### config.mk
export PLATFORM = sky130hd
export DESIGN_NAME = can_timing_filter_routing
export DESIGN_NICKNAME = d
export VERILOG_FILES = /design/src/can_cfg_pkg.sv /design/src/can_timing_filter_routing.sv
export VERILOG_INCLUDE_DIRS = /design/src /design/src/src
export SDC_FILE = /design/constraint.sdc
export NUM_CORES = 1
export LEC_CHECK = 0
export BUFFER_PORTS_ARGS = -buffer_cell sky130_fd_sc_hd__buf_4
export CORE_ASPECT_RATIO = 0.75
export CORE_MARGIN = 10
export CORE_UTILIZATION = 40
export CTS_BUF_LIST = sky130_fd_sc_hd__clkbuf_4 sky130_fd_sc_hd__clkbuf_8
export CTS_CLUSTER_SIZE = 40
export DETAILED_ROUTE_END_ITERATION = 16
export GPL_ROUTABILITY_DRIVEN = 0
export SYNTH_ARGS = -nofsm -noshare
export SYNTH_HDL_FRONTEND = slang
export SYNTH_SLANG_ARGS = --single-unit
### constraint.sdc
create_clock -name aclk -period 4.2 [get_ports aclk]
set_clock_uncertainty 0.05 [all_clocks]
set_input_delay 0 -clock aclk [delete_from_list [all_inputs] [get_ports aclk]]
set_output_delay 0 -clock aclk [all_outputs]
set_load 0.01 [all_outputs]
### src/can_cfg_regs.svh
// register offsets, field positions, reset values and timing counts of the can configuration block
`ifndef CAN_CFG_REGS_SVH
`define CAN_CFG_REGS_SVH

`define ADDR_W 12
`define OFF_INT_ENABLE 12'h000
`define OFF_INT_STATUS 12'h004
`define OFF_ERR_COUNT 12'h008
`define OFF_PRESCALE 12'h00C
`define OFF_SEGMENTS 12'h010
`define OFF_FILTER_EN 12'h014
`define OFF_DEST_G0 12'h018
`define OFF_DEST_G1 12'h01C
`define OFF_DEST_G2 12'h020
`define OFF_DEST_G3 12'h024
`define OFF_CLOCK_SEL 12'h028

`define IRQ_BITS_MASK 8'hEF
`define IRQ_BAD_MSG 7
`define IRQ_WAKEUP 6
`define IRQ_FAULT 5
`define IRQ_QUEUE_FULL 3
`define IRQ_RX_OVERRUN 2
`define IRQ_RX_BUFFER 1
`define IRQ_TX_BUFFER 0

`define SJW_MSB 7
`define SJW_LSB 6
`define BRP_MSB 5
`define BRP_LSB 0
`define WAKE_FILT_BIT 14
`define PH2_MSB 10
`define PH2_LSB 8
`define PH2_PROG_BIT 7
`define TRIPLE_BIT 6
`define PH1_MSB 5
`define PH1_LSB 3
`define PROP_MSB 2
`define PROP_LSB 0
`define SEGMENTS_MASK 16'h47FF
`define DEST_FIFO 4'hF

`define RST_INT_ENABLE 8'h00
`define RST_PRESCALE 8'h00
`define RST_SEGMENTS 16'h0000
`define RST_FILTER_EN 16'h003F
`define RST_DEST 16'h0000
`define RST_CLOCK_SEL 1'b0

`define PROCESSING_TIME_TQ 4'h2
`define WAKE_FILTER_NS 200
`define CLK_PERIOD_NS 40
`define WAKE_FILTER_CYCLES ((`WAKE_FILTER_NS + `CLK_PERIOD_NS - 1) / `CLK_PERIOD_NS)

`define RESP_OKAY 2'h0
`define RESP_SLVERR 2'h2

`endif

### src/can_cfg_pkg.sv
// types shared by the can configuration block
package can_cfg_pkg;

    typedef struct packed {
        logic bad_message;
        logic wakeup;
        logic fault;
        logic unused4;
        logic queue_nearly_full;
        logic rx_overrun;
        logic rx_buffer;
        logic tx_buffer;
    } irq_events_t;

    typedef struct packed {
        logic to_fifo;
        logic [3:0] buffer;
        logic [3:0] filter;
    } route_t;

    typedef struct packed {
        logic [7:0] tx_fault_count;
        logic [7:0] rx_fault_count;
    } fault_counts_t;

    typedef enum logic [3:0] {
        SEG_SYNC = 4'h1,
        SEG_PROP = 4'h2,
        SEG_PHASE1 = 4'h4,
        SEG_PHASE2 = 4'h8
    } seg_state_t;

endpackage

### src/can_timing_filter_routing.sv
// can configuration, bit timing, wake-up filter, interrupt and filter routing block
// Notes on behaviour
// - interrupt enables for bad message, wake-up, fault at bits 7..5, reset zero
// - enables for queue full, overrun, rx, tx at bits 3..0; bit 4 reads zero
// - upper bits of enable and prescale registers read zero, writes ignored
// - error counts: transmit in bits 15..8, receive in 7..0, read-only, reset zero
// - jump width field 00..11 limits resynchronisation to one..four quanta
// - quantum equals two times (prescaler plus one) module clock periods
// - clock select bit chooses instruction clock when set, oscillator clock when clear
// - phase two length is field plus one quanta, one to eight
// - phase one length is field plus one quanta, one to eight
// - propagation length is field plus one quanta, one to eight
// - phase two programmable when select set, else max of phase one and processing time
// - triple sample bit set: majority of three samples, else single sample
// - wake-up filter bit set routes wake-up detection through the line filter
// - sixteen filter enables, filters 0..5 enabled after reset
// - destination 1111 routes to fifo, 0000..1110 to buffers 0..14
// - four destinations per register, lowest filter in the low nibble
// - each enable pairs with a software-cleared status flag at the same bit
//
// Decided for this implementation: the placing of the registers and the AXI4-Lite interface to the registers.
`timescale 1ns/1ps
`include "can_cfg_regs.svh"

module can_timing_filter_routing
(
    input wire logic aclk,
    input wire logic aresetn,
    input wire logic [11:0] s_axi_awaddr,
    input wire logic [2:0] s_axi_awprot,
    input wire logic s_axi_awvalid,
    output logic s_axi_awready,
    input wire logic [31:0] s_axi_wdata,
    input wire logic [3:0] s_axi_wstrb,
    input wire logic s_axi_wvalid,
    output logic s_axi_wready,
    output logic [1:0] s_axi_bresp,
    output logic s_axi_bvalid,
    input wire logic s_axi_bready,
    input wire logic [11:0] s_axi_araddr,
    input wire logic [2:0] s_axi_arprot,
    input wire logic s_axi_arvalid,
    output logic s_axi_arready,
    output logic [31:0] s_axi_rdata,
    output logic [1:0] s_axi_rresp,
    output logic s_axi_rvalid,
    input wire logic s_axi_rready,
    input wire logic instruction_clock,
    input wire logic oscillator_clock,
    input wire logic can_rx,
    input wire can_cfg_pkg::irq_events_t events,
    input wire can_cfg_pkg::fault_counts_t fault_counts,
    input wire logic filter_hit_valid,
    input wire logic [3:0] filter_hit_index,
    output logic irq,
    output logic time_quantum,
    output logic bit_start,
    output logic sample_strobe,
    output logic sampled_bit,
    output logic wakeup_detect,
    output logic route_valid,
    output can_cfg_pkg::route_t route
);

    logic [7:0] int_enable;
    logic [7:0] int_status;
    can_cfg_pkg::fault_counts_t err_count;
    logic [7:0] prescale;
    logic [15:0] segments;
    logic [15:0] filter_accept_en;
    logic [15:0] dest_group [4];
    logic clock_sel;

    logic aw_held;
    logic w_held;
    logic [11:0] aw_addr;
    logic [31:0] w_data;
    logic [3:0] w_strb;
    logic do_write;
    logic [15:0] wmask;
    logic [15:0] wval;
    logic [7:0] status_clear;

    logic rx_meta;
    logic rx_sync;
    logic rx_prev;
    logic rx_fall;

    logic module_clock;
    logic [6:0] tq_cnt;
    logic tq_tick;
    can_cfg_pkg::seg_state_t seg_state;
    logic [3:0] seg_cnt;
    logic [3:0] ph1_ext;
    logic [3:0] ph2_cut;
    logic resynced;
    logic [2:0] sample_hist;
    logic [3:0] ph2_len;
    logic [3:0] sjw_q;
    logic [3:0] ph1_len;
    logic [3:0] prop_len;

    logic [$clog2(`WAKE_FILTER_CYCLES + 1) - 1:0] wake_cnt;
    logic wake_filtered;
    logic wake_seen;

    function automatic logic is_mapped(input logic [11:0] a);
        is_mapped = (a[1:0] == 2'h0) && (a <= `OFF_CLOCK_SEL);
    endfunction

    // dest nibble of filter n from the packed groups
    function automatic logic [3:0] dest_of(input logic [3:0] n, input logic [15:0] g0, input logic [15:0] g1,
                                           input logic [15:0] g2, input logic [15:0] g3);
        logic [15:0] g;
        case (n[3:2])
            2'h0: g = g0;
            2'h1: g = g1;
            2'h2: g = g2;
            default: g = g3;
        endcase
        dest_of = g[n[1:0] * 4 +: 4];
    endfunction

    // ---------------- axi4-lite write channel ----------------
    assign do_write = aw_held && w_held && !s_axi_bvalid;
    assign wmask = {{8{w_strb[1]}}, {8{w_strb[0]}}};
    assign wval = w_data[15:0];

    always_ff @(posedge aclk)
    begin
        if (!aresetn)
        begin
            aw_held <= 1'b0;
            w_held <= 1'b0;
            aw_addr <= 12'h000;
            w_data <= 32'h0000_0000;
            w_strb <= 4'h0;
            s_axi_awready <= 1'b1;
            s_axi_wready <= 1'b1;
            s_axi_bvalid <= 1'b0;
            s_axi_bresp <= `RESP_OKAY;
        end
        else
        begin
            if (s_axi_awvalid && s_axi_awready)
            begin
                aw_held <= 1'b1;
                aw_addr <= s_axi_awaddr;
                s_axi_awready <= 1'b0;
            end
            if (s_axi_wvalid && s_axi_wready)
            begin
                w_held <= 1'b1;
                w_data <= s_axi_wdata;
                w_strb <= s_axi_wstrb;
                s_axi_wready <= 1'b0;
            end
            if (do_write)
            begin
                aw_held <= 1'b0;
                w_held <= 1'b0;
                s_axi_bvalid <= 1'b1;
                s_axi_bresp <= is_mapped(aw_addr) ? `RESP_OKAY : `RESP_SLVERR;
            end
            if (s_axi_bvalid && s_axi_bready)
            begin
                s_axi_bvalid <= 1'b0;
                s_axi_awready <= 1'b1;
                s_axi_wready <= 1'b1;
            end
        end
    end

    // software-written configuration registers
    always_ff @(posedge aclk)
    begin
        if (!aresetn)
        begin
            int_enable <= `RST_INT_ENABLE;
            prescale <= `RST_PRESCALE;
            segments <= `RST_SEGMENTS;
            filter_accept_en <= `RST_FILTER_EN;
            clock_sel <= `RST_CLOCK_SEL;
            for (int i = 0; i < 4; i++)
            begin
                dest_group[i] <= `RST_DEST;
            end
        end
        else if (do_write)
        begin
            case (aw_addr)
                `OFF_INT_ENABLE: int_enable <= ((int_enable & ~wmask[7:0]) | (wval[7:0] & wmask[7:0])) & `IRQ_BITS_MASK;
                `OFF_PRESCALE: prescale <= (prescale & ~wmask[7:0]) | (wval[7:0] & wmask[7:0]);
                `OFF_SEGMENTS: segments <= ((segments & ~wmask) | (wval & wmask)) & `SEGMENTS_MASK;
                `OFF_FILTER_EN: filter_accept_en <= (filter_accept_en & ~wmask) | (wval & wmask);
                `OFF_DEST_G0: dest_group[0] <= (dest_group[0] & ~wmask) | (wval & wmask);
                `OFF_DEST_G1: dest_group[1] <= (dest_group[1] & ~wmask) | (wval & wmask);
                `OFF_DEST_G2: dest_group[2] <= (dest_group[2] & ~wmask) | (wval & wmask);
                `OFF_DEST_G3: dest_group[3] <= (dest_group[3] & ~wmask) | (wval & wmask);
                `OFF_CLOCK_SEL: clock_sel <= w_strb[0] ? wval[0] : clock_sel;
                default: clock_sel <= clock_sel;
            endcase
        end
    end

    // ---------------- status flags and interrupt ----------------
    assign status_clear = (do_write && aw_addr == `OFF_INT_STATUS && w_strb[0]) ? wval[7:0] : 8'h00;

    always_ff @(posedge aclk)
    begin
        if (!aresetn)
        begin
            int_status <= 8'h00;
        end
        else
        begin
            int_status <= ((int_status & ~status_clear) | events | {1'b0, wake_seen, 6'h00}) & `IRQ_BITS_MASK;
        end
    end

    always_ff @(posedge aclk)
    begin
        if (!aresetn)
        begin
            irq <= 1'b0;
        end
        else
        begin
            irq <= |(int_status & int_enable);
        end
    end

    always_ff @(posedge aclk)
    begin
        if (!aresetn)
        begin
            err_count <= '0;
        end
        else
        begin
            err_count <= fault_counts;
        end
    end

    // ---------------- axi4-lite read channel ----------------
    always_ff @(posedge aclk)
    begin
        if (!aresetn)
        begin
            s_axi_arready <= 1'b1;
            s_axi_rvalid <= 1'b0;
            s_axi_rdata <= 32'h0000_0000;
            s_axi_rresp <= `RESP_OKAY;
        end
        else if (s_axi_arvalid && s_axi_arready)
        begin
            s_axi_arready <= 1'b0;
            s_axi_rvalid <= 1'b1;
            s_axi_rresp <= is_mapped(s_axi_araddr) ? `RESP_OKAY : `RESP_SLVERR;
            case (s_axi_araddr)
                `OFF_INT_ENABLE: s_axi_rdata <= {24'h000000, int_enable};
                `OFF_INT_STATUS: s_axi_rdata <= {24'h000000, int_status};
                `OFF_ERR_COUNT: s_axi_rdata <= {16'h0000, err_count};
                `OFF_PRESCALE: s_axi_rdata <= {24'h000000, prescale};
                `OFF_SEGMENTS: s_axi_rdata <= {16'h0000, segments};
                `OFF_FILTER_EN: s_axi_rdata <= {16'h0000, filter_accept_en};
                `OFF_DEST_G0: s_axi_rdata <= {16'h0000, dest_group[0]};
                `OFF_DEST_G1: s_axi_rdata <= {16'h0000, dest_group[1]};
                `OFF_DEST_G2: s_axi_rdata <= {16'h0000, dest_group[2]};
                `OFF_DEST_G3: s_axi_rdata <= {16'h0000, dest_group[3]};
                `OFF_CLOCK_SEL: s_axi_rdata <= {31'h00000000, clock_sel};
                default: s_axi_rdata <= 32'h0000_0000;
            endcase
        end
        else if (s_axi_rvalid && s_axi_rready)
        begin
            s_axi_rvalid <= 1'b0;
            s_axi_arready <= 1'b1;
        end
    end

    // ---------------- bus line synchroniser ----------------
    always_ff @(posedge aclk)
    begin
        if (!aresetn)
        begin
            rx_meta <= 1'b1;
            rx_sync <= 1'b1;
            rx_prev <= 1'b1;
        end
        else
        begin
            rx_meta <= can_rx;
            rx_sync <= rx_meta;
            rx_prev <= rx_sync;
        end
    end

    assign rx_fall = rx_prev && !rx_sync;

    // ---------------- quantum generator ----------------
    // tick source choice
    assign module_clock = clock_sel ? instruction_clock : oscillator_clock;
    assign tq_tick = module_clock && (tq_cnt == {prescale[`BRP_MSB:`BRP_LSB], 1'b1});

    always_ff @(posedge aclk)
    begin
        if (!aresetn)
        begin
            tq_cnt <= 7'h00;
            time_quantum <= 1'b0;
        end
        else
        begin
            time_quantum <= tq_tick;
            if (tq_tick)
            begin
                tq_cnt <= 7'h00;
            end
            else if (module_clock)
            begin
                tq_cnt <= tq_cnt + 7'h01;
            end
        end
    end

    // ---------------- bit segment sequencer ----------------
    // jump width in quanta
    assign sjw_q = {2'h0, prescale[`SJW_MSB:`SJW_LSB]} + 4'h1;
    assign prop_len = {1'b0, segments[`PROP_MSB:`PROP_LSB]} + 4'h1;
    // phase one length plus resync extension
    assign ph1_len = {1'b0, segments[`PH1_MSB:`PH1_LSB]} + 4'h1 + ph1_ext;

    always_comb
    begin
        if (segments[`PH2_PROG_BIT])
        begin
            ph2_len = {1'b0, segments[`PH2_MSB:`PH2_LSB]} + 4'h1;
        end
        else if ({1'b0, segments[`PH1_MSB:`PH1_LSB]} + 4'h1 > `PROCESSING_TIME_TQ)
        begin
            ph2_len = {1'b0, segments[`PH1_MSB:`PH1_LSB]} + 4'h1;
        end
        else
        begin
            ph2_len = `PROCESSING_TIME_TQ;
        end
    end

    always_ff @(posedge aclk)
    begin
        if (!aresetn)
        begin
            seg_state <= can_cfg_pkg::SEG_SYNC;
            seg_cnt <= 4'h0;
            ph1_ext <= 4'h0;
            ph2_cut <= 4'h0;
            resynced <= 1'b0;
            bit_start <= 1'b0;
        end
        else
        begin
            bit_start <= 1'b0;
            // one resync per bit, limited by jump width
            if (rx_fall && !resynced && seg_state != can_cfg_pkg::SEG_SYNC)
            begin
                resynced <= 1'b1;
                if (seg_state == can_cfg_pkg::SEG_PHASE2)
                begin
                    ph2_cut <= sjw_q;
                end
                else
                begin
                    ph1_ext <= sjw_q;
                end
            end
            if (tq_tick)
            begin
                // sync, prop, phase one, phase two
                case (seg_state)
                    can_cfg_pkg::SEG_SYNC:
                    begin
                        seg_state <= can_cfg_pkg::SEG_PROP;
                        seg_cnt <= 4'h0;
                        bit_start <= 1'b1;
                    end
                    can_cfg_pkg::SEG_PROP:
                    begin
                        seg_cnt <= (seg_cnt == prop_len - 4'h1) ? 4'h0 : seg_cnt + 4'h1;
                        if (seg_cnt == prop_len - 4'h1)
                        begin
                            seg_state <= can_cfg_pkg::SEG_PHASE1;
                        end
                    end
                    can_cfg_pkg::SEG_PHASE1:
                    begin
                        seg_cnt <= (seg_cnt == ph1_len - 4'h1) ? 4'h0 : seg_cnt + 4'h1;
                        if (seg_cnt == ph1_len - 4'h1)
                        begin
                            seg_state <= can_cfg_pkg::SEG_PHASE2;
                        end
                    end
                    can_cfg_pkg::SEG_PHASE2:
                    begin
                        seg_cnt <= seg_cnt + 4'h1;
                        if ({1'b0, seg_cnt} + 5'h01 + {1'b0, ph2_cut} >= {1'b0, ph2_len})
                        begin
                            seg_state <= can_cfg_pkg::SEG_SYNC;
                            seg_cnt <= 4'h0;
                            ph1_ext <= 4'h0;
                            ph2_cut <= 4'h0;
                            resynced <= 1'b0;
                        end
                    end
                    default:
                    begin
                        seg_state <= can_cfg_pkg::SEG_SYNC;
                        seg_cnt <= 4'h0;
                    end
                endcase
            end
        end
    end

    // ---------------- sample point ----------------
    always_ff @(posedge aclk)
    begin
        if (!aresetn)
        begin
            sample_hist <= 3'h7;
            sample_strobe <= 1'b0;
            sampled_bit <= 1'b1;
        end
        else
        begin
            sample_strobe <= 1'b0;
            if (module_clock)
            begin
                sample_hist <= {sample_hist[1:0], rx_sync};
            end
            if (tq_tick && seg_state == can_cfg_pkg::SEG_PHASE1 && seg_cnt == ph1_len - 4'h1)
            begin
                sample_strobe <= 1'b1;
                if (segments[`TRIPLE_BIT])
                begin
                    sampled_bit <= (sample_hist[0] & sample_hist[1]) | (sample_hist[1] & sample_hist[2])
                                   | (sample_hist[0] & sample_hist[2]);
                end
                else
                begin
                    sampled_bit <= rx_sync;
                end
            end
        end
    end

    // ---------------- wake-up detection ----------------
    always_ff @(posedge aclk)
    begin
        if (!aresetn)
        begin
            wake_cnt <= '0;
            wake_filtered <= 1'b0;
        end
        else if (rx_sync)
        begin
            wake_cnt <= '0;
            wake_filtered <= 1'b0;
        end
        else if (wake_cnt == ($bits(wake_cnt))'(`WAKE_FILTER_CYCLES))
        begin
            wake_filtered <= 1'b1;
        end
        else
        begin
            wake_cnt <= wake_cnt + 1'b1;
        end
    end

    always_ff @(posedge aclk)
    begin
        if (!aresetn)
        begin
            wake_seen <= 1'b0;
            wakeup_detect <= 1'b0;
        end
        else
        begin
            wake_seen <= segments[`WAKE_FILT_BIT] ? (wake_filtered && !wakeup_detect) : (rx_fall);
            wakeup_detect <= segments[`WAKE_FILT_BIT] ? wake_filtered : !rx_sync;
        end
    end

    // ---------------- filter hit routing ----------------
    always_ff @(posedge aclk)
    begin
        if (!aresetn)
        begin
            route_valid <= 1'b0;
            route <= '0;
        end
        else
        begin
            route_valid <= filter_hit_valid && filter_accept_en[filter_hit_index];
            route.filter <= filter_hit_index;
            route.buffer <= dest_of(filter_hit_index, dest_group[0], dest_group[1], dest_group[2], dest_group[3]);
            route.to_fifo <= dest_of(filter_hit_index, dest_group[0], dest_group[1], dest_group[2],
                                     dest_group[3]) == `DEST_FIFO;
        end
    end

endmodule

# Word level (Yosys, flattened, before mapping)
# Memory sizes are Yosys's and may differ from the RTL's.
# Index checks and enable logic that the tools add are counted.
[word_totals]
inputBits = 105
mem_bits_rw = 64
n_memories = 1
latchBits = 0
register_bits = 192
word_cells = 237
romBits = 0
out_inout_bits = 57
[classes]
n_reduce_logical = 41
shifts = 1
order_cmp = 5
mul = 0
muxes = 63
n_eq_ne = 34
n_div = 0
add_sub_neg = 12
n_bitwise = 35
[memory_table]
columns = ["memory", "depth", "word_bits", "read_ports", "rd_ports_with_merged_regs", "write_ports", "line_no", "source"]
rows = [
  ["dest_group", 4, 16, 4, 0, 4, "can_timing_filter_routing.sv:71", "logic [15:0] dest_group [4];"],
]
[ops]
columns = ["operator", "n"]
rows = [
  ["$pmux W16 S11", 1],
  ["$and A16 B16 Y16", 6],
  ["$eq A12 B5 Y1 const B", 8],
  ["$mux W16", 5],
  ["$or A16 B16 Y16", 5],
  ["$eq A12 B6 Y1 const B", 6],
  ["$mux W4", 18],
  ["$pmux W16 S3", 1],
  ["$and A8 B8 Y8", 5],
  ["$eq A12 B4 Y1 const B", 3],
  ["$mux W1", 32],
  ["$eq A12 B3 Y1 const B", 2],
  ["$le A12 B6 Y1 const B", 2],
  ["$logic_not A12 Y1", 2],
  ["$or A8 B8 Y8", 3],
  ["$logic_and A1 B1 Y1", 19],
  ["$not A16 Y16", 1],
  ["$not A8 Y8", 2],
  ["$pmux W4 S4", 1],
  ["$shiftx A16 B5 Y4", 1],
  ["$and A15 B15 Y15", 1],
  ["$or A15 B15 Y15", 1],
  ["$add A3 B1 Y4 const B", 3],
  ["$pmux W4 S3", 1],
  ["other kinds (38)", 62],
]

# Logic depth before layout (Yosys ltp)
# Gate-level depths: netlist of the first run.
[logic_depth]
word_depth = 9
mapped_depth = 12
mapped_depth_nobuf = 12

# Worst setup path before layout of the first run
# OpenSTA, ideal clock, no wires.
[synth_timing]
path_type = "register -> register"
startpoint = "register seg_cnt[0]"
endpoint = "register seg_state[0]"
setup_slack_ns = 1.130
required_time_ns = 4.028
arrival_time_ns = 2.898
setup_time_ns = 0.122
stages_incl_launch_ff = 10
period_less_slack_ns = 3.070
path_buffers = 0
path_cell_list = "dfxtp_1 > inv_1 > ha_1 > fa_1 > inv_1 > ha_1 > a211o_1 > a2111oi_0 > nor4_1 > o32a_1"
[synth_between]
elab_chain_cells = 5
elab_cells_between_ends = 9
classes_between = "2 x add/sub; 1 x order compare; 5 x eq/ne; 1 x reduce/logical"
[synth_lines]
columns = ["item", "line_no", "source"]
rows = [
  ["start, declared", "can_timing_filter_routing.sv:93", "logic [3:0] seg_cnt;"],
  ["start signal, assigned", "can_timing_filter_routing.sv:389", "seg_cnt <= (seg_cnt == prop_len - 4'h1) ? 4'h0 : seg_cnt + 4'h1;"],
  ["start signal, assigned", "can_timing_filter_routing.sv:397", "seg_cnt <= (seg_cnt == ph1_len - 4'h1) ? 4'h0 : seg_cnt + 4'h1;"],
  ["start signal, assigned", "can_timing_filter_routing.sv:405", "seg_cnt <= seg_cnt + 4'h1;"],
  ["$add A4 B1 Y5", "can_timing_filter_routing.sv:406", "if ({1'b0, seg_cnt} + 5'h01 + {1'b0, ph2_cut} >= {1'b0, ph2_len})"],
  ["$add A5 B4 Y5", "can_timing_filter_routing.sv:406", ""],
  ["$ge A5 B4 Y1", "can_timing_filter_routing.sv:406", ""],
  ["$ne A2 B1 Y1 (no source line)", "-", ""],
  ["$reduce_and A4 Y1 (no source line) (*)", "-", ""],
  ["end signal, assigned", "can_timing_filter_routing.sv:400", "seg_state <= can_cfg_pkg::SEG_PHASE2;"],
  ["end signal, assigned", "can_timing_filter_routing.sv:408", "seg_state <= can_cfg_pkg::SEG_SYNC;"],
  ["end signal, assigned", "can_timing_filter_routing.sv:417", "seg_state <= can_cfg_pkg::SEG_SYNC;"],
  ["end, declared", "can_timing_filter_routing.sv:92", "can_cfg_pkg::seg_state_t seg_state;"],
]
# Every way passes the cells marked *; elsewhere a longest branch is shown, timed or not.
# A chain may end at the register's enable or synchronous reset.

==> results of run 1 <==
cell families (layout without fill, tap and decap cells):
group                    Yosys count  count (layout)  share of synthesized area
AND/OR/NAND/NOR                  412             412                     0.1801
AO/OA/AOI/OAI                    255             255                     0.1418
flip-flops                       237             237                     0.4679
buffers and inverters            112             299                    0.04348
multiplexers                     108             108                     0.1197
XOR/XNOR                          27              27                    0.02174
adder cells (fa/ha/maj)           22              22                    0.02500
other                              1              18                  0.0003258
final cells by class:
| cell class | count | area [sq um] |
|---|---|---|
| Clock inverter | 9 | 75.07 |
| Inverter | 23 | 86.33 |
| Fill cell | 2650 | 13930 |
| Tap cell | 385 | 481.7 |
| Multi-Input combinational cell | 842 | 5712 |
| Sequential cell | 237 | 5385 |
| Timing Repair Buffer | 205 | 1724 |
| Clock buffer | 62 | 784.5 |
Yosys cell counts (13+ instances only):
master and count:
clkbuf_1 54, mux4_2 22, mux2i_1 72, nand2_1 130
nor2_1 87, and2_1 27, nand2b_1 81, o21ai_0 14
edfxtp_1 64, a22oi_1 20, dfxtp_1 173, nand3_1 17
mux2_2 13, a21oi_1 119, xnor2_1 17, ha_1 19
buf_4 18, inv_1 23
worst max path at each step:
stage	from	to	slack [ns]	cells after the start
floorplan	seg_cnt[0]$_SDFFE_PN0P_	seg_state[0]$_SDFFE_PN1P_	1.13	9
CTS	flip-flop	seg_state[1]$_SDFFE_PN0P_	0.87	12
global placement	flip-flop	seg_state[2]$_SDFFE_PN0P_	0.93	12
global route	flip-flop	seg_state[2]$_SDFFE_PN0P_	0.58	12
detailed placement	flip-flop	seg_state[1]$_SDFFE_PN0P_	0.91	12
finish	flip-flop	seg_state[2]$_SDFFE_PN0P_	0.85	12
worst register-to-register path, delay by kind of cell (launching register included):
kind / cells / cell delay [ns]
fa+ha+maj: 4 / 1.08
compound gates: 1 / 0.17
buf+inv: 3 / 0.15
xor+xnor: 2 / 0.46
flops: 1 / 0.36
mux: 1 / 0.25
simple gates: 1 / 0.74
power breakdown:
group / internal (mW) / total, mW / switching [mW]
registers: 2.42 / 2.49 / 0.0723
clock network: 1.25 / 2.21 / 0.963
logic: 0.228 / 0.484 / 0.256
total: 3.90 / 5.19 / 1.29
repair_timing:
action,CTS,global route
endpoints found under the hold margin,81,0
buffers inserted,0,0
hold buffers,74,0
per-stage QoR:
| step | utilization | hold WS (ns) | setup WS, ns |
|---|---|---|---|
| 4_1_cts | 0.5056 | 0.09965 | 0.8669 |
| 3_5_place_dp | 0.4488 | 0.1488 | 0.9149 |
| 2_1_floorplan | - | 0.05035 | 1.130 |
| 5_1_grt | 0.5056 | 0.1400 | 0.5829 |
| 3_3_place_gp | 0.4488 | 0.1413 | 0.9325 |
| 6_report | 0.5056 | 0.1327 | 0.8527 |
metal layers:
metal  up-vias  global-route usage  share of wire
li1       4529                   -              -
met1      4488              0.2914           0.48
met2       387              0.2757           0.41
met3        46             0.05594          0.096
met4         0             0.04307          0.014
met5         -                   0              0
==> flow_metrics.env, run 1 <==
export IMPL_first_pass_iters=5
export IMPL_synth_main_ff_cell="dfxtp_1"
export IMPL_holdPathEnd="err_count[10]$_SDFF_PN0_"
export IMPL_antenna_found_initial=0
export IMPL_endpoint_kind="flip-flop"
export IMPL_synth_area_leaders="dfxtp_1 (30%), edfxtp_1 (17%), mux2i_1 (6.3%), a21oi_1 (5.2%), nand2b_1 (4.4%)"
export IMPL_setup_viol=0
export IMPL_hold_violations=0
export IMPL_arrival_ns=3.78
export IMPL_wl_per_cell_um=20.68
export IMPL_reg2reg_slack_ns=0.85
export IMPL_max_stage_delay_ns=0.74
export IMPL_maxCapViolations=0
export IMPL_drive_gt1_frac=0.1829
export IMPL_place_area_sq_um=12650
export IMPL_finalCritPeriodShare=0.7970
export IMPL_path_clk_slew_ns=0.07
export IMPL_antenna_cells=0
export IMPL_ir_drop_mv=0.1735
export IMPL_ant_nets=0
export IMPL_grt_pass1_wl_mm=56.37
export IMPL_ys_warn_count=0
export IMPL_syn_area_sq_um=11510
export IMPL_io_pins=162
export IMPL_avgViaCountPerCell=5.360
export IMPL_layout_common_cells="dfxtp_1 (173), buf_4 (131), nand2_1 (130), a21oi_1 (119), nor2_1 (87)"
export IMPL_crit_slowest_cell="nor4_1"
export IMPL_crit_required_ns=4.64
export IMPL_numCtsBuffers=40
export IMPL_power_leakage_nw=5.807
export IMPL_wl_mm=36.45
export IMPL_reg2reg_depth=12
export IMPL_power_total_mw=5.187
export IMPL_clockBufferDepth=3
export IMPL_synth_top_area_cell="dfxtp_1"
export IMPL_hold_path_startpoint="fault_counts[10]"
export IMPL_core_area_sq_um=28180
export IMPL_yosysSeqAreaShare=0.4679
export IMPL_slew_headroom=0.2386
export IMPL_cts_sinks=237
export IMPL_grt_max_degree=61
export IMPL_synthDistinctLibCells=75
export IMPL_path_buf_inv=3
export IMPL_syn_to_final_growth_pct=23.80
export IMPL_rows=53
export IMPL_drt_initial_drc_count=850
export IMPL_dp_hpwl_mm=25.44
export IMPL_dp_cells=1618
export IMPL_die_w_um=215.9
export IMPL_initial_core_util=0.4084
export IMPL_fin_crit_ns=3.347
export IMPL_drcViolationCount=0
export IMPL_syn_avg_cell_area_sq_um=9.804
export IMPL_rsz0062_at_grt="no"
export IMPL_slew_violations=0
export IMPL_synth_async_reset_ratio=0
export IMPL_num_vias=9450
export IMPL_cts_root_buf="clkbuf_8"
export IMPL_synthCells=1174
export IMPL_port_buffers=118
export IMPL_start_kind="flip-flop"
export IMPL_power_density_nw_per_um2=364.0
export IMPL_status="finished, final reports clean"
export IMPL_clk_latency_ns=0.57
export IMPL_cts_resized=0
export IMPL_critical_path_top_delay_family="adder cells"
export IMPL_hold_class="input pin to flip-flop"
export IMPL_htreeDepth=2
export IMPL_reg2reg_to="seg_state[2]$_SDFFE_PN0P_"
export IMPL_worstSetupPathType="flip-flop to flip-flop"
export IMPL_grtUsageTotal=0.1973
export IMPL_path_cells="ha_1 > inv_1 > ha_1 > inv_1 > ha_1 > inv_1 > fa_1 > xnor2_1 > xnor3_1 > a21boi_0 > nor4_1 > mux2i_1"
export IMPL_fin_tns_setup_ns=0
export IMPL_synth_seq_cells=237
export IMPL_final_common_cell="dfxtp_1"
export IMPL_stdcell_area_sq_um=14250
export IMPL_grt_ovfl_total=0
export IMPL_tightest_slew_ns=1.133
export IMPL_final_nets=1475
export IMPL_hold_depth=3
export IMPL_cts_tree="built"
export IMPL_netlist_area_leader_share=0.3009
export IMPL_die_h_um=166.9
export IMPL_timing_fmax_ghz=0.2987
export IMPL_final_cells=1763
export IMPL_grt_pass1_vias=9430
export IMPL_cp_max_fo=6
export IMPL_synth_edf_count=64
export IMPL_dieArea_sq_um=36030
Power figures use the tool's default switching activity.
==> run 2: changes to the inputs <==
--- a/config.mk
+++ b/config.mk
@@ -6,6 +6,7 @@
 export SDC_FILE = /design/constraint.sdc
 export NUM_CORES = 1
 export LEC_CHECK = 0
+export ABC_AREA = 1
 export BUFFER_PORTS_ARGS = -buffer_cell sky130_fd_sc_hd__buf_4
 export CORE_ASPECT_RATIO = 0.75
 export CORE_MARGIN = 10
==> constraint.sdc (replaced) <==
create_clock -name aclk -period 3.25 [get_ports aclk]
set_clock_uncertainty 0.05 [all_clocks]
set_input_delay 0 -clock aclk [delete_from_list [all_inputs] [get_ports aclk]]
set_output_delay 0 -clock aclk [all_outputs]
set_load 0.01 [all_outputs]
==> flow_metrics.env, run 2 <==
export IMPL_place_area_sq_um=13140
export IMPL_cts_sinks=237
export IMPL_core_area_sq_um=29320
export IMPL_cp_max_fo=6
export IMPL_initial_core_util=0.4099
export IMPL_cts_root_buf="clkbuf_8"
export IMPL_fin_tns_setup_ns=0
export IMPL_antenna_cells=0
export IMPL_die_h_um=170.1
export IMPL_final_cells=2269
export IMPL_antenna_found_initial=0
export IMPL_io_pins=162
export IMPL_port_buffers=118
export IMPL_endpoint_kind="flip-flop"
export IMPL_start_kind="flip-flop"
export IMPL_num_vias=11670
export IMPL_synthCells=1625
export IMPL_ys_warn_count=0
export IMPL_final_common_cell="nand2_1"
export IMPL_worstSetupPathType="flip-flop to flip-flop"
export IMPL_drcViolationCount=0
export IMPL_htreeDepth=2
export IMPL_drive_gt1_frac=0.1401
export IMPL_rows=54
export IMPL_rsz0062_at_grt="no"
export IMPL_first_pass_iters=5
export IMPL_maxCapViolations=0
export IMPL_regArea_sq_um=5385
export IMPL_dp_hpwl_mm=28.84
export IMPL_layout_common_cells="nand2_1 (318), nor2_1 (194), inv_1 (192), a21oi_1 (187), dfxtp_1 (173)"
export IMPL_power_total_mw=6.838
export IMPL_yosysSeqAreaShare=0.4480
export IMPL_slew_headroom=0.2534
export IMPL_synth_edf_count=64
export IMPL_synth_seq_cells=237
export IMPL_hold_class="input pin to flip-flop"
export IMPL_hold_violations=0
export IMPL_wl_per_cell_um=17.86
export IMPL_cts_resized=0
export IMPL_arrival_ns=3.27
export IMPL_slew_violations=0
export IMPL_cts_tree="built"
export IMPL_status="finished, final reports clean"
export IMPL_grt_max_degree=54
export IMPL_drt_initial_drc_count=1232
export IMPL_crit_required_ns=3.66
export IMPL_power_density_nw_per_um2=453.1
export IMPL_syn_area_sq_um=12020
export IMPL_clk_latency_ns=0.57
export IMPL_grt_pass1_vias=11110
export IMPL_ir_drop_mv=0.2486
export IMPL_top_layer="met4"
export IMPL_synth_main_ff_cell="dfxtp_1"
export IMPL_fillCellCount=2898
export IMPL_timing_fmax_ghz=0.3500
export IMPL_final_nets=1975
export IMPL_dieArea_sq_um=37460
export IMPL_dp_cells=2088
export IMPL_synthTopCellsByCount="nand2_1 (318), nor2_1 (194), inv_1 (192), a21oi_1 (187), dfxtp_1 (173)"
export IMPL_syn_avg_cell_area_sq_um=7.397
export IMPL_finalCritPeriodShare=0.8791
export IMPL_setup_viol=0
export IMPL_clockBufferDepth=3
export IMPL_syn_to_final_growth_pct=25.56
export IMPL_utilization=0.5147
export IMPL_power_leakage_nw=6.741
export IMPL_wl_mm=40.52
export IMPL_synth_area_leaders="dfxtp_1 (29%), edfxtp_1 (16%), nand2_1 (9.9%), a21oi_1 (7.8%), nor2_1 (6.1%)"
export IMPL_wl_met2_mm=16.68
export IMPL_synth_top_area_cell="dfxtp_1"
export IMPL_netlist_area_leader_share=0.2881
export IMPL_synth_async_reset_ratio=0
export IMPL_multiInputGateArea_sq_um=5490
export IMPL_path_clk_slew_ns=0.06
export IMPL_grt_pass1_wl_mm=62.07
export IMPL_grt_ovfl_total=0
export IMPL_synth_most_common_cell="nand2_1"
export IMPL_grtUsageTotal=0.2118
export IMPL_stdcell_area_sq_um=15090
export IMPL_routed_wl_met3_mm=4.319
export IMPL_die_w_um=220.2
export IMPL_synthDistinctLibCells=51
export IMPL_ant_nets=0
export IMPL_avgViaCountPerCell=5.144
export IMPL_fin_crit_ns=2.857
export IMPL_numCtsBuffers=41
export IMPL_tightest_slew_ns=1.119
export IMPL_met1_length_mm=18.60
## run 2: power breakdown
part / switching [mW] / internal, mW / leakage, nW
logic: 0.430 / 0.307 / 4.22
clock network: 1.26 / 1.61 / 0.449
registers: 0.100 / 3.13 / 2.08
total: 1.79 / 5.05 / 6.74
## run 2: routing by layer
layer  vias to the layer above  track usage
met5                         -            0
met3                        57      0.06130
met4                         0      0.06625
li1                       5747            -
met1                      5367       0.2956
met2                       501       0.3079
## run 2: per-stage QoR
step | hold slack [ns] | worst slack [ns]
floorplan | 0.04345 | 0.6220
global route | 0.1069 | 0.1297
CTS | 0.03106 | 0.4240
global placement | 0.1322 | 0.4568
finish | 0.07437 | 0.3929
detailed placement | 0.1357 | 0.4267
## run 2: logic make-up (layout without fill, tap and decap cells)
logic type,after synthesis,count (layout),synth area share
multiplexers,3,3,0.002602
adder cells (fa/ha/maj),21,21,0.02311
AND/OR/NAND/NOR,729,729,0.2695
flip-flops,237,237,0.4480
XOR/XNOR,12,12,0.008744
other,1,18,0.0003120
AO/OA/AOI/OAI,337,337,0.1464
buffers and inverters,285,520,0.1014
## run 2: worst max-delay path, cell delays in order, from the launching register on
cell	delay, ns
dfxtp_1	0.37
ha_1	0.33
inv_1	0.05
ha_1	0.26
inv_1	0.04
ha_1	0.18
inv_1	0.07
fa_1	0.42
xnor2_1	0.14
nor2_1	0.11
nand3_1	0.14
nand2_1	0.18
nand3_1	0.19
o21bai_1	0.17
nand2_1	0.06
## run 2: final timing paths
path	from	end	slack [ns]	cells after the start
hold / removal	s_axi_araddr[3]	s_axi_rdata[9]$_SDFFE_PN0P_	0.07	7
hold reg to reg	rx_meta$_SDFF_PN1_	rx_sync$_SDFF_PN1_	0.37	1
setup reg to reg	flip-flop	seg_state[3]$_SDFFE_PN0P_	0.39	14
setup / recovery	flip-flop	seg_state[3]$_SDFFE_PN0P_	0.39	14
## run 2: layout make-up
class / count / area share
timing repair buffer: 243 / 0.1391
sequential: 237 / 0.3568
clock buffer: 63 / 0.05165
tap: 392 / 0.03250
inverter: 206 / 0.05123
multi-input combinational: 1120 / 0.3638
clock inverter: 8 / 0.004974
## run 2: what timing repair did
item / CTS / global route
hold endpoints to repair: 108 / 0
hold buffers: 110 / 0
buffers inserted: 0 / 0
==> run 3: changes to the inputs <==
==> constraint.sdc (replaced) <==
create_clock -name aclk -period 3.25 [get_ports aclk]
set_clock_uncertainty 0.05 [all_clocks]
set_input_delay 0.1625 -clock aclk [delete_from_list [all_inputs] [get_ports aclk]]
set_output_delay 0.1625 -clock aclk [all_outputs]
set_load 0.01 [all_outputs]
==> flow_metrics.env, run 3 (synthesis results as in run 2) <==
export IMPL_seqPwrFrac=0.474
export IMPL_numCtsBuffers=41
export IMPL_grtUsageTotal=0.2103
export IMPL_port_buffers=118
export IMPL_clk_latency_ns=0.58
export IMPL_htreeDepth=2
export IMPL_final_cells=2224
export IMPL_switching_share=0.2599
export IMPL_cts_tree="built"
export IMPL_drcViolationCount=0
export IMPL_arrival_ns=3.24
export IMPL_max_stage_delay_ns=0.42
export IMPL_dp_hpwl_mm=28.82
export IMPL_dieArea_sq_um=37460
export IMPL_hold_violations=0
export IMPL_cp_max_fo=6
export IMPL_maxCapViolations=0
export IMPL_combPwrFrac=0.100
export IMPL_final_common_cell="nand2_1"
export IMPL_p_sw_mw=1.769
export IMPL_die_w_um=220.2
export IMPL_finalCritPeriodShare=0.8719
export IMPL_grt_max_degree=41
export IMPL_avgViaCountPerCell=5.203
export IMPL_crit_required_ns=3.66
export IMPL_tightest_slew_ns=1.096
export IMPL_power_leakage_nw=6.562
export IMPL_cts_root_buf="clkbuf_8"
export IMPL_setup_viol=0
export IMPL_worstSetupPathType="flip-flop to flip-flop"
export IMPL_path_clk_slew_ns=0.06
export IMPL_fin_tns_setup_ns=0
export IMPL_antenna_cells=0
export IMPL_endpoint_kind="flip-flop"
export IMPL_slew_headroom=0.2683
export IMPL_ant_nets=0
export IMPL_utilization=0.4993
export IMPL_internal_power_mw=5.040
export IMPL_ir_drop_mv=0.1957
export IMPL_power_density_nw_per_um2=465.1
export IMPL_io_pins=162
export IMPL_initial_core_util=0.4099
export IMPL_first_pass_iters=6
export IMPL_power_frac_clock=0.425
export IMPL_timing_fmax_ghz=0.3529
export IMPL_drt_initial_drc_count=1110
export IMPL_clockBufferDepth=3
export IMPL_rsz0062_at_grt="no"
export IMPL_drive_gt1_frac=0.1447
export IMPL_layout_common_cells="nand2_1 (318), nor2_1 (194), inv_1 (192), a21oi_1 (187), dfxtp_1 (173)"
export IMPL_cts_resized=0
export IMPL_core_area_sq_um=29320
export IMPL_die_h_um=170.1
export IMPL_power_total_mw=6.809
export IMPL_grt_ovfl_total=0
export IMPL_num_vias=11570
export IMPL_hold_class="input pin to flip-flop"
export IMPL_final_nets=1929
export IMPL_slew_violations=0
export IMPL_dp_cells=2088
export IMPL_syn_to_final_growth_pct=21.81
export IMPL_crit_slowest_cell="fa_1"
export IMPL_grt_pass1_wl_mm=61.83
export IMPL_grt_pass1_vias=10980
export IMPL_antenna_found_initial=0
export IMPL_wl_per_cell_um=18.00
export IMPL_fin_crit_ns=2.834
export IMPL_wl_mm=40.02
export IMPL_path_cells="ha_1 > inv_1 > ha_1 > inv_1 > ha_1 > inv_1 > fa_1 > xnor2_1 > nor2_1 > nand3_1 > nand2_1 > nand3_1 > o21bai_1 > nand2_1"
export IMPL_start_kind="flip-flop"
export IMPL_status="finished, final reports clean"
export IMPL_cts_sinks=237
export IMPL_rows=54
==> run 3: changes by cell type in the layout (fill, tap and decap cells not counted) <==
| cell | before | now |
|---|---|---|
| clkbuf_4 | 14 | 16 |
| clkbuf_8 | 49 | 50 |
| clkinv_1 | 6 | 5 |
| clkinv_2 | 0 | 2 |
| clkinv_4 | 1 | 0 |
| dlygate4sd3_1 | 110 | 64 |
| inv_6 | 2 | 0 |
==> run 3: layer usage <==
layer	part of all wire	global-route usage
met5	0	0
met3	0.11	0.05847
met4	0.022	0.05496
met2	0.41	0.3013
met1	0.46	0.3025
==> run 3: what timing repair did <==
| item | CTS | global route |
|---|---|---|
| setup buffers | 0 | 0 |
| endpoints found under the hold margin | 70 | 0 |
| endpoints found under the setup margin | 0 | 0 |
| hold buffers | 64 | 0 |
==> run 3: final cells by class <==
cell class                 count  area, sq um
timing repair buffer         197         1639
tap                          392        490.5
clock buffer                  66        808.3
inverter                     206        773.2
clock inverter                 6        55.05
sequential                   237         5385
multi-input combinational   1120         5490
fill                        2954        14680
==> run 3: critical path: cells and delay by family (launching register included) <==
family / cells / cell delay (ns)
adders and majority gates: 4 / 1.18
and+or+nand+nor: 5 / 0.68
DFF: 1 / 0.36
AOI/OAI and AO/OA: 1 / 0.18
buffers and inverters: 3 / 0.14
xor gates and xnor gates: 1 / 0.14
==> run 3: worst paths after layout <==
kind                 startpoint                      endpoint  slack [ns]  cells past startpoint
max reg2reg           flip-flop     seg_state[3]$_SDFFE_PN0P_        0.42                     14
min             s_axi_araddr[1]  s_axi_rdata[10]$_SDFFE_PN0P_        0.03                      6
min reg2reg  rx_meta$_SDFF_PN1_            rx_sync$_SDFF_PN1_        0.36                      1
max                   flip-flop     seg_state[3]$_SDFFE_PN0P_        0.42                     14
==> run 3: power groups by stage <==
stage / clock, mW / sequential, mW / combinational, mW
finish: 2.89 / 3.23 / 0.684
global route: 3.07 / 3.24 / 0.762
floorplan: 0 / 3.26 / 0.396
detailed placement: 0 / 3.29 / 0.614
CTS: 2.94 / 3.23 / 0.678
global placement: 0 / 3.29 / 0.607
==> run 3: stage by stage <==
stage               worst slack (ns)  hold WS [ns]  instance area, sq um
finish                        0.4164       0.02667                 14640
global route                  0.1275       0.06529                 14640
CTS                           0.4299       0.01595                 14640
detailed placement            0.4270        0.2987                 13140
global placement              0.4647        0.2986                 13140
floorplan                     0.6220        0.2060                 12080
